==> config.mk <==
export PLATFORM = sky130hd
export DESIGN_NAME = plsr_top
export DESIGN_NICKNAME = d
export VERILOG_FILES = /design/src/rtl/plsr_pkg.sv /design/src/rtl/plsr_stage_if.sv /design/src/rtl/plsr_stages.sv /design/src/rtl/plsr_top.sv
export SDC_FILE = /design/constraint.sdc
export NUM_CORES = 1
export LEC_CHECK = 0
export BUFFER_PORTS_ARGS = -buffer_cell sky130_fd_sc_hd__buf_2
export CORE_ASPECT_RATIO = 0.5
export CORE_MARGIN = 10
export CORE_UTILIZATION = 25
export CTS_BUF_LIST = sky130_fd_sc_hd__clkbuf_2
export CTS_CLUSTER_SIZE = 24
export DETAILED_ROUTE_END_ITERATION = 10
export RECOVER_POWER = 25
export SETUP_SLACK_MARGIN = 0.1
export SLEW_MARGIN = 10
export SYNTH_ARGS = -nofsm -noshare
export SYNTH_HDL_FRONTEND = slang
export SYNTH_HIERARCHICAL = 1
export SYNTH_SLANG_ARGS = --single-unit
export TNS_END_PERCENT = 5
==> constraint.sdc <==
create_clock -name CLK_I -period 4.05 [get_ports CLK_I]
set_input_delay 0.2025 -clock CLK_I [delete_from_list [all_inputs] [get_ports CLK_I]]
set_output_delay 0.2025 -clock CLK_I [all_outputs]
set_load 0.03 [all_outputs]
==> src/rtl/plsr_pkg.sv <==
// Shared constants for the parallel-load shift register block
package plsr_pkg;
    localparam int          PLSR_STAGES        = 8;
    localparam int          PLSR_ADDR_W        = 4;
    localparam int          PLSR_DATA_W        = 32;
    // Register byte offsets
    localparam logic [3:0]  PLSR_CTRL_OFS      = 4'h0;
    localparam logic [3:0]  PLSR_STATUS_OFS    = 4'h4;
    // Control register fields
    localparam int          PLSR_CTRL_CLK_BIT  = 0;
    localparam int          PLSR_CTRL_INH_BIT  = 1;
    localparam int          PLSR_CTRL_MODE_BIT = 2;
    localparam int          PLSR_CTRL_SER_BIT  = 3;
    localparam int          PLSR_CTRL_PAR_LSB  = 8;
    localparam int          PLSR_CTRL_USED_W   = 16;
    localparam logic [15:0] PLSR_CTRL_RESET    = 16'h0004;
    // Status register fields
    localparam int          PLSR_STAT_LAST_BIT = 0;
    // AXI response codes
    localparam logic [1:0]  PLSR_RESP_OKAY     = 2'h0;
    localparam logic [1:0]  PLSR_RESP_SLVERR   = 2'h2;
endpackage

==> src/rtl/plsr_stage_if.sv <==
// Carrier between the bus front end and the shift stages
interface plsr_stage_if #(parameter int STAGES = 8);
    logic              clock_level;
    logic              clock_inhibit;
    logic              shift_not_load_select;
    logic              serial_data_in;
    logic [STAGES-1:0] parallel_data;
    logic              last_stage_serial_out;
    modport ctrl (output clock_level, clock_inhibit, shift_not_load_select,
                  serial_data_in, parallel_data, input last_stage_serial_out);
    modport core (input clock_level, clock_inhibit, shift_not_load_select,
                  serial_data_in, parallel_data, output last_stage_serial_out);
endinterface

==> src/rtl/plsr_stages.sv <==
// Eight shift stages with gated clock qualification and overriding clear
module plsr_stages
    import plsr_pkg::*;
#(
    parameter int STAGES = PLSR_STAGES
) (
    // Clock and resets
    input  wire logic  clk_i,
    input  wire logic  rst_n_i,
    input  wire logic  async_clear_n_i,
    // Controls and data
    plsr_stage_if.core sr
);
    logic              gated_prev;
    logic              gated_now;
    logic              gated_rise;
    logic              clear_n;
    logic [STAGES-1:0] stages;
    logic [STAGES-1:0] next_stages;

    // Either input held high blocks clocking; either held low lets the other act as clock
    assign gated_now  = sr.clock_level | sr.clock_inhibit;
    // Inhibit rising while clock is low makes an edge here, as in the part
    assign gated_rise = gated_now & ~gated_prev;
    assign clear_n    = rst_n_i & async_clear_n_i;

    always_ff @(posedge clk_i or negedge rst_n_i) begin
        if (!rst_n_i) begin
            gated_prev <= 1'b1;
        end else begin
            gated_prev <= gated_now;
        end
    end

    assign next_stages[0] = sr.shift_not_load_select ? sr.serial_data_in
                                                     : sr.parallel_data[0];
    genvar g;
    generate
        for (g = 1; g < STAGES; g++) begin : g_stage
            assign next_stages[g] = sr.shift_not_load_select ? stages[g-1]
                                                             : sr.parallel_data[g];
        end
    endgenerate

    // Clear acts without the clock and beats every other input
    always_ff @(posedge clk_i or negedge clear_n) begin
        if (!clear_n) begin
            stages <= '0;
        end else if (gated_rise) begin
            stages <= next_stages;
        end
    end

    assign sr.last_stage_serial_out = stages[STAGES-1];
endmodule

==> src/rtl/plsr_top.sv <==
// AXI4-Lite front end driving the parallel-load shift register
// Functional notes
// Shift high: each qualifying edge shifts; first stage takes serial input.
// Shift low: parallel word loads on the next qualifying edge, not at once.
// During parallel load the serial input enters no stage.
// Internal clock is OR of clock and inhibit; acts on its rising edge.
// Either input held high stops clocking; either held low lets other clock.
// Free-running clock may stay while inhibit pauses the register.
// Controller should raise inhibit only while clock is high.
// Low clear zeroes all stages at once, overriding every input.
// Only the last stage leaves the block; others stay internal.
module plsr_top
    import plsr_pkg::*;
(
    // Clock and reset
    input  wire logic                   CLK_I,
    input  wire logic                   RESETN_I,
    // Overriding clear
    input  wire logic                   ASYNC_CLEAR_N_I,
    // Write address channel
    input  wire logic [PLSR_ADDR_W-1:0] S_AXI_AWADDR_I,
    input  wire logic                   S_AXI_AWVALID_I,
    output logic                        S_AXI_AWREADY_O,
    // Write data channel
    input  wire logic [PLSR_DATA_W-1:0] S_AXI_WDATA_I,
    input  wire logic [3:0]             S_AXI_WSTRB_I,
    input  wire logic                   S_AXI_WVALID_I,
    output logic                        S_AXI_WREADY_O,
    // Write response channel
    output logic [1:0]                  S_AXI_BRESP_O,
    output logic                        S_AXI_BVALID_O,
    input  wire logic                   S_AXI_BREADY_I,
    // Read address channel
    input  wire logic [PLSR_ADDR_W-1:0] S_AXI_ARADDR_I,
    input  wire logic                   S_AXI_ARVALID_I,
    output logic                        S_AXI_ARREADY_O,
    // Read data channel
    output logic [PLSR_DATA_W-1:0]      S_AXI_RDATA_O,
    output logic [1:0]                  S_AXI_RRESP_O,
    output logic                        S_AXI_RVALID_O,
    input  wire logic                   S_AXI_RREADY_I,
    // Serial output
    output logic                        LAST_STAGE_SERIAL_OUT_O
);
    logic                        aw_held;
    logic [PLSR_ADDR_W-1:0]      aw_addr;
    logic                        w_held;
    logic [PLSR_DATA_W-1:0]      w_data;
    logic [3:0]                  w_strb;
    logic [PLSR_CTRL_USED_W-1:0] ctrl;
    logic                        do_write;
    logic [PLSR_DATA_W-1:0]      read_word;

    plsr_stage_if #(.STAGES(PLSR_STAGES)) sr_bus ();

    // Each address and data beat is latched on its own; response needs both
    assign S_AXI_AWREADY_O = ~aw_held & ~S_AXI_BVALID_O;
    assign S_AXI_WREADY_O  = ~w_held & ~S_AXI_BVALID_O;
    assign do_write        = aw_held & w_held & ~S_AXI_BVALID_O;

    always_ff @(posedge CLK_I or negedge RESETN_I) begin
        if (!RESETN_I) begin
            aw_held <= 1'b0;
            aw_addr <= '0;
        end else if (S_AXI_AWVALID_I && S_AXI_AWREADY_O) begin
            aw_held <= 1'b1;
            aw_addr <= S_AXI_AWADDR_I;
        end else if (do_write) begin
            aw_held <= 1'b0;
        end
    end

    always_ff @(posedge CLK_I or negedge RESETN_I) begin
        if (!RESETN_I) begin
            w_held <= 1'b0;
            w_data <= '0;
            w_strb <= '0;
        end else if (S_AXI_WVALID_I && S_AXI_WREADY_O) begin
            w_held <= 1'b1;
            w_data <= S_AXI_WDATA_I;
            w_strb <= S_AXI_WSTRB_I;
        end else if (do_write) begin
            w_held <= 1'b0;
        end
    end

    always_ff @(posedge CLK_I or negedge RESETN_I) begin
        if (!RESETN_I) begin
            S_AXI_BVALID_O <= 1'b0;
            S_AXI_BRESP_O  <= PLSR_RESP_OKAY;
        end else if (do_write) begin
            S_AXI_BVALID_O <= 1'b1;
            S_AXI_BRESP_O  <= (aw_addr == PLSR_CTRL_OFS || aw_addr == PLSR_STATUS_OFS)
                              ? PLSR_RESP_OKAY : PLSR_RESP_SLVERR;
        end else if (S_AXI_BREADY_I) begin
            S_AXI_BVALID_O <= 1'b0;
        end
    end

    // Control word: byte lanes 0 and 1 hold all used fields
    always_ff @(posedge CLK_I or negedge RESETN_I) begin
        if (!RESETN_I) begin
            ctrl <= PLSR_CTRL_RESET;
        end else if (do_write && aw_addr == PLSR_CTRL_OFS) begin
            if (w_strb[0]) begin
                ctrl[7:0] <= w_data[7:0];
            end
            if (w_strb[1]) begin
                ctrl[15:8] <= w_data[15:8];
            end
        end
    end

    assign sr_bus.clock_level           = ctrl[PLSR_CTRL_CLK_BIT];
    assign sr_bus.clock_inhibit         = ctrl[PLSR_CTRL_INH_BIT];
    assign sr_bus.shift_not_load_select = ctrl[PLSR_CTRL_MODE_BIT];
    assign sr_bus.serial_data_in        = ctrl[PLSR_CTRL_SER_BIT];
    assign sr_bus.parallel_data         = ctrl[PLSR_CTRL_PAR_LSB +: PLSR_STAGES];

    always_comb begin
        read_word = '0;
        if (S_AXI_ARADDR_I == PLSR_CTRL_OFS) begin
            read_word[PLSR_CTRL_USED_W-1:0] = ctrl;
        end else if (S_AXI_ARADDR_I == PLSR_STATUS_OFS) begin
            // Inner stages are deliberately not readable
            read_word[PLSR_STAT_LAST_BIT] = sr_bus.last_stage_serial_out;
        end
    end

    assign S_AXI_ARREADY_O = ~S_AXI_RVALID_O;

    always_ff @(posedge CLK_I or negedge RESETN_I) begin
        if (!RESETN_I) begin
            S_AXI_RVALID_O <= 1'b0;
            S_AXI_RDATA_O  <= '0;
            S_AXI_RRESP_O  <= PLSR_RESP_OKAY;
        end else if (S_AXI_ARVALID_I && S_AXI_ARREADY_O) begin
            S_AXI_RVALID_O <= 1'b1;
            S_AXI_RDATA_O  <= read_word;
            S_AXI_RRESP_O  <= (S_AXI_ARADDR_I == PLSR_CTRL_OFS ||
                               S_AXI_ARADDR_I == PLSR_STATUS_OFS)
                              ? PLSR_RESP_OKAY : PLSR_RESP_SLVERR;
        end else if (S_AXI_RREADY_I) begin
            S_AXI_RVALID_O <= 1'b0;
        end
    end

    plsr_stages #(.STAGES(PLSR_STAGES)) u_stages (
        .clk_i           (CLK_I),
        .rst_n_i         (RESETN_I),
        .async_clear_n_i (ASYNC_CLEAR_N_I),
        .sr              (sr_bus.core)
    );

    assign LAST_STAGE_SERIAL_OUT_O = sr_bus.last_stage_serial_out;
endmodule

==> impl_metrics.toml, run 1 <==
[sta]
setup-violations-final = 0
final.period_utilization = 0.494
final_hold_viol_count = 0
maxSlewHeadroom = 0.0964
maxClockFrequency_mhz = 500
slew_violations = 0
tns_ns = 0
grt_setup_unrepaired = "false"
hold-worst-slack_ns = 0.0837
finalCriticalPeriod_ns = 2.00
layout_setup_ws_ns = 2.05
final.setup_skew_ns = 0.0194
tightestPinTransition_ns = 1.36

[synthesis]
mapped_avg_cell_area_um2 = 15.3
synth_largest_type_area_fraction = 0.567
synth_ff_type = "dfrtp_1"
postSynthRegisterBits = 69
synth.top_cells.by_area = "dfrtp_1 (57%), mux2_2 (15%), mux2_4 (8.1%)"
synth_edf_count = 0
gate_count_of_the_mapped_netlist = 193
post_synth_num_cell_types = 30
ys_async_sr_fraction = 1.00
yosysSeqAreaShare = 0.585
synth_area_leader_cell = "dfrtp_1"
synth-warning-count = 6
syn-cell-area_mm2 = 0.00296

[setup_path]
rrSetupSlack_ns = 2.05
crit_arrival_ns = 2.47
timing.rr.end = "S_AXI_RDATA_O[8]$_DFFE_PN0P_"
worst-path-max-fanout = 20
crit-reg2reg-launch = "S_AXI_RVALID_O$_DFFE_PN0P_"
reg2reg_depth = 3
critical_path_class = "flip-flop to flip-flop"
required_ns = 4.51
worst_setup_path_end_kind = "flip-flop"
startpoint_type = "flip-flop"

[placement]
placed_cells = 402
globalplace.congestion = 0.730
io_buffer_count = 57
placement.setup.worst_slack_ns = 2.05
detailed_place.area_mm2 = 0.00331
hpwl_after_dpl_um = 4640

[power]
clock_power_share = 0.188
share_comb_of_total_power = 0.320
power.leakage_nw = 1.81
cellPowerDensity_mw_per_mm2 = 635
net-switching-power_mw = 0.771
pwr-share-seq = 0.492
max-vdd-ir-drop_v = 0.000147
swShare = 0.325
power.internal_mw = 1.60

[global_route]
global_routing_met3_resource_utilization = 0.0372
grt-ovfl-total = 0
groute.usage.overall = 0.0786
number_of_global_route_vias_before_repair = 2057
initial_antenna_violation_count = 0
grt_first_pass_wirelength_um = 10700
global_route.peak_usage_layer = "met2"
grt_use_met1 = 0.0817
grt_start_max_net_pins = 39
groute.layer.met2.usage = 0.135

[clock_network]
postCtsResizedCells = 0
ctsHtreeMaxLevel = 3
cts_made_buffers = 9
clkTransAtPathRegs_ns = 0.20
clkSinkCount = 69
cts_tree = "built"
clk_latency_ns = 0.51
ctsRootBufferMaster = "clkbuf_2"
clockBufferDepth = 2

[cells_and_area]
mostFrequentLayoutCells = "dfrtp_1 (67), buf_2 (56), mux2_2 (39)"
final_non_filler_cells = 447
area_growth_syn_to_layout_pct = 26.4
post-route-cell-area_mm2 = 0.00374
leading_cell_type_in_the_layout_fill_and_taps_excluded = "dfrtp_1"
num_antenna_cells = 0
fillers = 1136
final_net_count = 335
post_route_cells_drive_above_1_share = 0.507

[floorplan]
io_pins = 94
fp.dieW_um = 174
fp-row-count = 27
die_outline_area_mm2 = 0.0168
core-area_mm2 = 0.0113
floorplan.initialDensity = 0.262
fp.dieH_um = 96.9

[routing]
detail_route.wirelength_um = 6540
routed_via_count_divided_by_cell_count = 4.05
drt_first_pass_iters = 4
route.detailed.wl_per_inst_um = 14.6
detailroute.via_count = 1810
route.antenna.remaining_nets = 0
drt_iter0_markers = 88
drc_violations_left = 0

[min_path]
cells_on_worst_hold_path = 3
hold_path.class = "input pin to flip-flop"
timing.hold.worst_endpoint = "S_AXI_RRESP_O[1]$_DFFE_PN0P_"
hp-start = "S_AXI_ARADDR_I[0]"

[flow_run]
drv_cap = 0

[run_status]
run_status = "complete, no violations"
cell usage after synthesis (all sizes together), types with 2 or more instances:
| library cell | instances |
|---|---|
| mux2 | 55 |
| a22o | 15 |
| inv | 2 |
| nor3 | 2 |
| dfstp | 2 |
| nand2 | 2 |
| buf | 25 |
| dfrtp | 67 |
| nor2 | 3 |
| and2 | 3 |
| o21ai | 3 |
| nand3 | 2 |
timing repair:
action	CTS	global route
endpoints found under the hold margin	57	0
endpoints found under the setup margin	0	0
buffers inserted	0	0
hold buffers	29	0
cells by family (layout without fill, tap and decap cells):
group                  count (synthesis)  after routing  share of synthesized area
buffers and inverters                 27            105                     0.0694
other                                  1             18                    0.00127
and+or+nand+nor                       18             18                     0.0474
muxes                                 56             56                      0.233
AOI/OAI and AO/OA                     22             22                     0.0639
DFF                                   69             69                      0.585
critical path, stage by stage (launching register included):
cell	delay, ns
dfrtp_1	0.42
nand2b_1	0.55
nor3_4	0.74
a22o_2	0.25
how the worst max path moves through the flow:
stage,from,end,slack (ns),cells after the start
global placement,S_AXI_RVALID_O$_DFFE_PN0P_,S_AXI_RDATA_O[14]$_DFFE_PN0P_,2.08,3
detailed placement,S_AXI_RVALID_O$_DFFE_PN0P_,S_AXI_RDATA_O[8]$_DFFE_PN0P_,2.05,3
finish,S_AXI_RVALID_O$_DFFE_PN0P_,S_AXI_RDATA_O[8]$_DFFE_PN0P_,2.05,3
CTS,S_AXI_RVALID_O$_DFFE_PN0P_,S_AXI_RDATA_O[8]$_DFFE_PN0P_,2.01,3
floorplan,S_AXI_BVALID_O$_DFFE_PN0P_,w_data[10]$_DFFE_PN0P_,2.13,5
global route,S_AXI_RVALID_O$_DFFE_PN0P_,S_AXI_RDATA_O[10]$_DFFE_PN0P_,1.83,3
per-layer routing:
metal / vias to the layer above / part of all wire
li1: 827 / -
met1: 919 / 0.41
met2: 52 / 0.50
met3: 12 / 0.061
met4: 0 / 0.024
met5: - / 0
through the flow:
step	power (mW)	utilization
final	2.37	0.331
after global routing	2.52	0.331
after floorplan	1.78	-
after global placement	1.89	0.294
after detailed placement	1.94	0.294
after CTS	2.41	0.331
final cells by class:
class	instances	area [um^2]	area share
flip-flops and latches	69	1730	0.463
multi-input cells	114	1090	0.290
repair buffers	87	582	0.156
well taps	159	199	0.0532
clock inverters	7	90.1	0.0241
clock buffers	9	45.0	0.0120
inverters	2	7.51	0.00201
state kept, by name, indices dropped and copies added, names as in the netlist, 2 cells and up:
name and cells:
S_AXI_RDATA_O 16, ctrl 16, w_data 16, u_stages/stages 8, aw_addr 4, w_strb 2
power groups by stage:
| stage | registers, mW | logic, mW | clock network (mW) |
|---|---|---|---|
| global route | 1.21 | 0.820 | 0.492 |
| floorplan | 1.15 | 0.631 | 0 |
| CTS | 1.17 | 0.772 | 0.462 |
| finish | 1.17 | 0.760 | 0.447 |
| global placement | 1.17 | 0.721 | 0 |
| detailed placement | 1.19 | 0.750 | 0 |
Power figures use the tool's default switching activity.
==> run 2: changes to the inputs <==
Clock period 4.05 ns to 1.7 ns, I/O delays scaled along.
==> run 2 against run 1 <==
  * First-iteration DRC count rose by 10%
  * Flip-flop and latch count is the same
  * Final area up 1.0%
  * Register-to-register slack got worse by 1.9 ns
  * Die area did not move
  * Combinational power up 150%
  * Via count is 2.5% higher
  * Final cell count grew 2.5%
  * Utilization rose by 0.33 points
==> impl_metrics.toml, run 2 (synthesized netlist as in run 1, its figures left out) <==
[floorplan]
fp.dieW_um = 174
io_pins = 94
core-area_mm2 = 0.0113
die_outline_area_mm2 = 0.0168
fp-row-count = 27
floorplan.initialDensity = 0.262
fp.dieH_um = 96.9

[setup_path]
startpoint_type = "flip-flop"
timing.rr.end = "ctrl[5]$_DFFE_PN0P_"
reg2reg_depth = 3
worst_setup_path_end_kind = "flip-flop"
cp_cell_sequence = "nor4_4, nand3_2, mux2_2"
crit-reg2reg-launch = "aw_addr[1]$_DFFE_PN0P_"
crit_arrival_ns = 1.95
critPathTopFamily = "simple AND/OR/NAND/NOR gates"
worst-path-max-fanout = 8
critical_path_class = "flip-flop to flip-flop"
path_buf_inv = 0
crit_path_top_delay_cell = "dfrtp_1"
rrSetupSlack_ns = 0.11
worst_path_max_stage_delay_ns = 0.46
required_ns = 2.06

[sta]
maxClockFrequency_mhz = 630
final_hold_viol_count = 0
tns_ns = 0
setup-violations-final = 0
layout_setup_ws_ns = 0.114
grt_setup_unrepaired = "true"
final.setup_skew_ns = 0.0389
finalCriticalPeriod_ns = 1.59
maxSlewHeadroom = 0.283
final.period_utilization = 0.933
tightestPinTransition_ns = 1.07
slew_violations = 0

[clock_network]
clkSinkCount = 69
ctsHtreeMaxLevel = 3
clkTransAtPathRegs_ns = 0.19
number_of_buffers_inserted_by_post_cts_setup_repair = 0
cts_tree = "built"
clockBufferDepth = 2
postCtsResizedCells = 0
cts_made_buffers = 9
clk_latency_ns = 0.48
ctsRootBufferMaster = "clkbuf_2"

[cells_and_area]
fillers = 1116
reg.largest.list = "S_AXI_RDATA_O: 16 flops, ctrl: 16 flops, w_data: 16 flops"
final_net_count = 343
leading_cell_type_in_the_layout_fill_and_taps_excluded = "dfrtp_1"
final_core_util = 0.335
mostFrequentLayoutCells = "dfrtp_1 (66), buf_2 (56), mux2_2 (39)"
layout.area.seq_mm2 = 0.00173
area_growth_syn_to_layout_pct = 27.7
area_occupied_by_multi_input_gates_mm2 = 0.00110
post_route_cells_drive_above_1_share = 0.520

[power]
max-vdd-ir-drop_v = 0.000343
power.leakage_nw = 1.83
cellPowerDensity_mw_per_mm2 = 1440

[placement]
placement.setup.worst_slack_ns = 0.126
globalplace.congestion = 0.730
hpwl_after_dpl_um = 4930
io_buffer_count = 57

[routing]
route.detailed.wl_per_inst_um = 14.7
drc_violations_left = 0
drt_iter0_markers = 97
detailroute.via_count = 1855
detail_route.wirelength_um = 6720
drt_first_pass_iters = 4
route.antenna.remaining_nets = 0
routed_via_count_divided_by_cell_count = 4.05

[min_path]
cells_on_worst_hold_path = 4
timing.hold.worst_endpoint = "w_held$_DFFE_PN0P_"
hp-start = "S_AXI_WVALID_I"
hold_path.class = "input pin to flip-flop"

[global_route]
grt_first_pass_wirelength_um = 11200
initial_antenna_violation_count = 3
grt_start_max_net_pins = 31
number_of_global_route_vias_before_repair = 2105
groute.usage.overall = 0.0815
grt-ovfl-total = 0

[run_status]
run_status = "complete, no violations"

[flow_run]
drv_cap = 0
==> run 2: tightest hold or removal path, stage by stage <==
cell,delay [ns]
buf_2,0.07
and2_1,0.15
buf_12,0.18
a21o_1,0.10
==> run 2: repair_timing <==
action	CTS	global route
hold buffers	32	0
endpoints found under the hold margin	94	0
setup endpoints to repair	8	16
==> run 2: metrics by stage <==
stage / hold WS (ns) / power (mW) / cells / area (um^2)
2_1_floorplan: -0.211 / 4.27 / 210 / 3030
3_3_place_gp: -0.0181 / 4.58 / 407 / 3380
6_report: 0.120 / 5.44 / 458 / 3780
3_5_place_dp: -0.00470 / 4.71 / 407 / 3380
4_1_cts: 0.0721 / 5.51 / 455 / 3780
5_1_grt: 0.0580 / 5.81 / 458 / 3780
==> run 2: area by class of cell <==
type,count,share of cell area
flip-flops and latches,69,0.458
multi-input cells,114,0.290
repair buffers,95,0.174
well taps,159,0.0527
clock buffers,13,0.0172
clock inverters,3,0.00398
inverters,2,0.00199
diodes,3,0.00199
==> run 2: how the worst max path moves through the flow <==
stage	slack (ns)	startpoint	end	cells past startpoint
3_3_place_gp	0.18	aw_addr[1]$_DFFE_PN0P_	ctrl[0]$_DFFE_PN0P_	3
6_report	0.11	aw_addr[1]$_DFFE_PN0P_	ctrl[5]$_DFFE_PN0P_	3
5_1_grt	0.009	aw_addr[1]$_DFFE_PN0P_	ctrl[3]$_DFFE_PN0P_	3
4_1_cts	0.07	aw_addr[1]$_DFFE_PN0P_	ctrl[11]$_DFFE_PN0P_	3
3_5_place_dp	0.13	aw_addr[1]$_DFFE_PN0P_	ctrl[5]$_DFFE_PN0P_	3
2_1_floorplan	0.09	S_AXI_BVALID_O$_DFFE_PN0P_	w_data[10]$_DFFE_PN0P_	5
==> run 2: metal layers <==
metal / global-route usage / vias to the layer above / share of wire
met2: 0.137 / 45 / 0.52
met3: 0.0321 / 12 / 0.053
li1: - / 854 / -
met5: 0 / - / 0
met4: 0.0402 / 0 / 0.022
met1: 0.0880 / 944 / 0.40
==> run 2: power by group <==
part / total, mW / internal (mW) / switching (mW)
sequential: 2.81 / 2.29 / 0.524
combinational: 1.89 / 1.10 / 0.784
clock: 0.742 / 0.211 / 0.531
total: 5.44 / 3.60 / 1.84
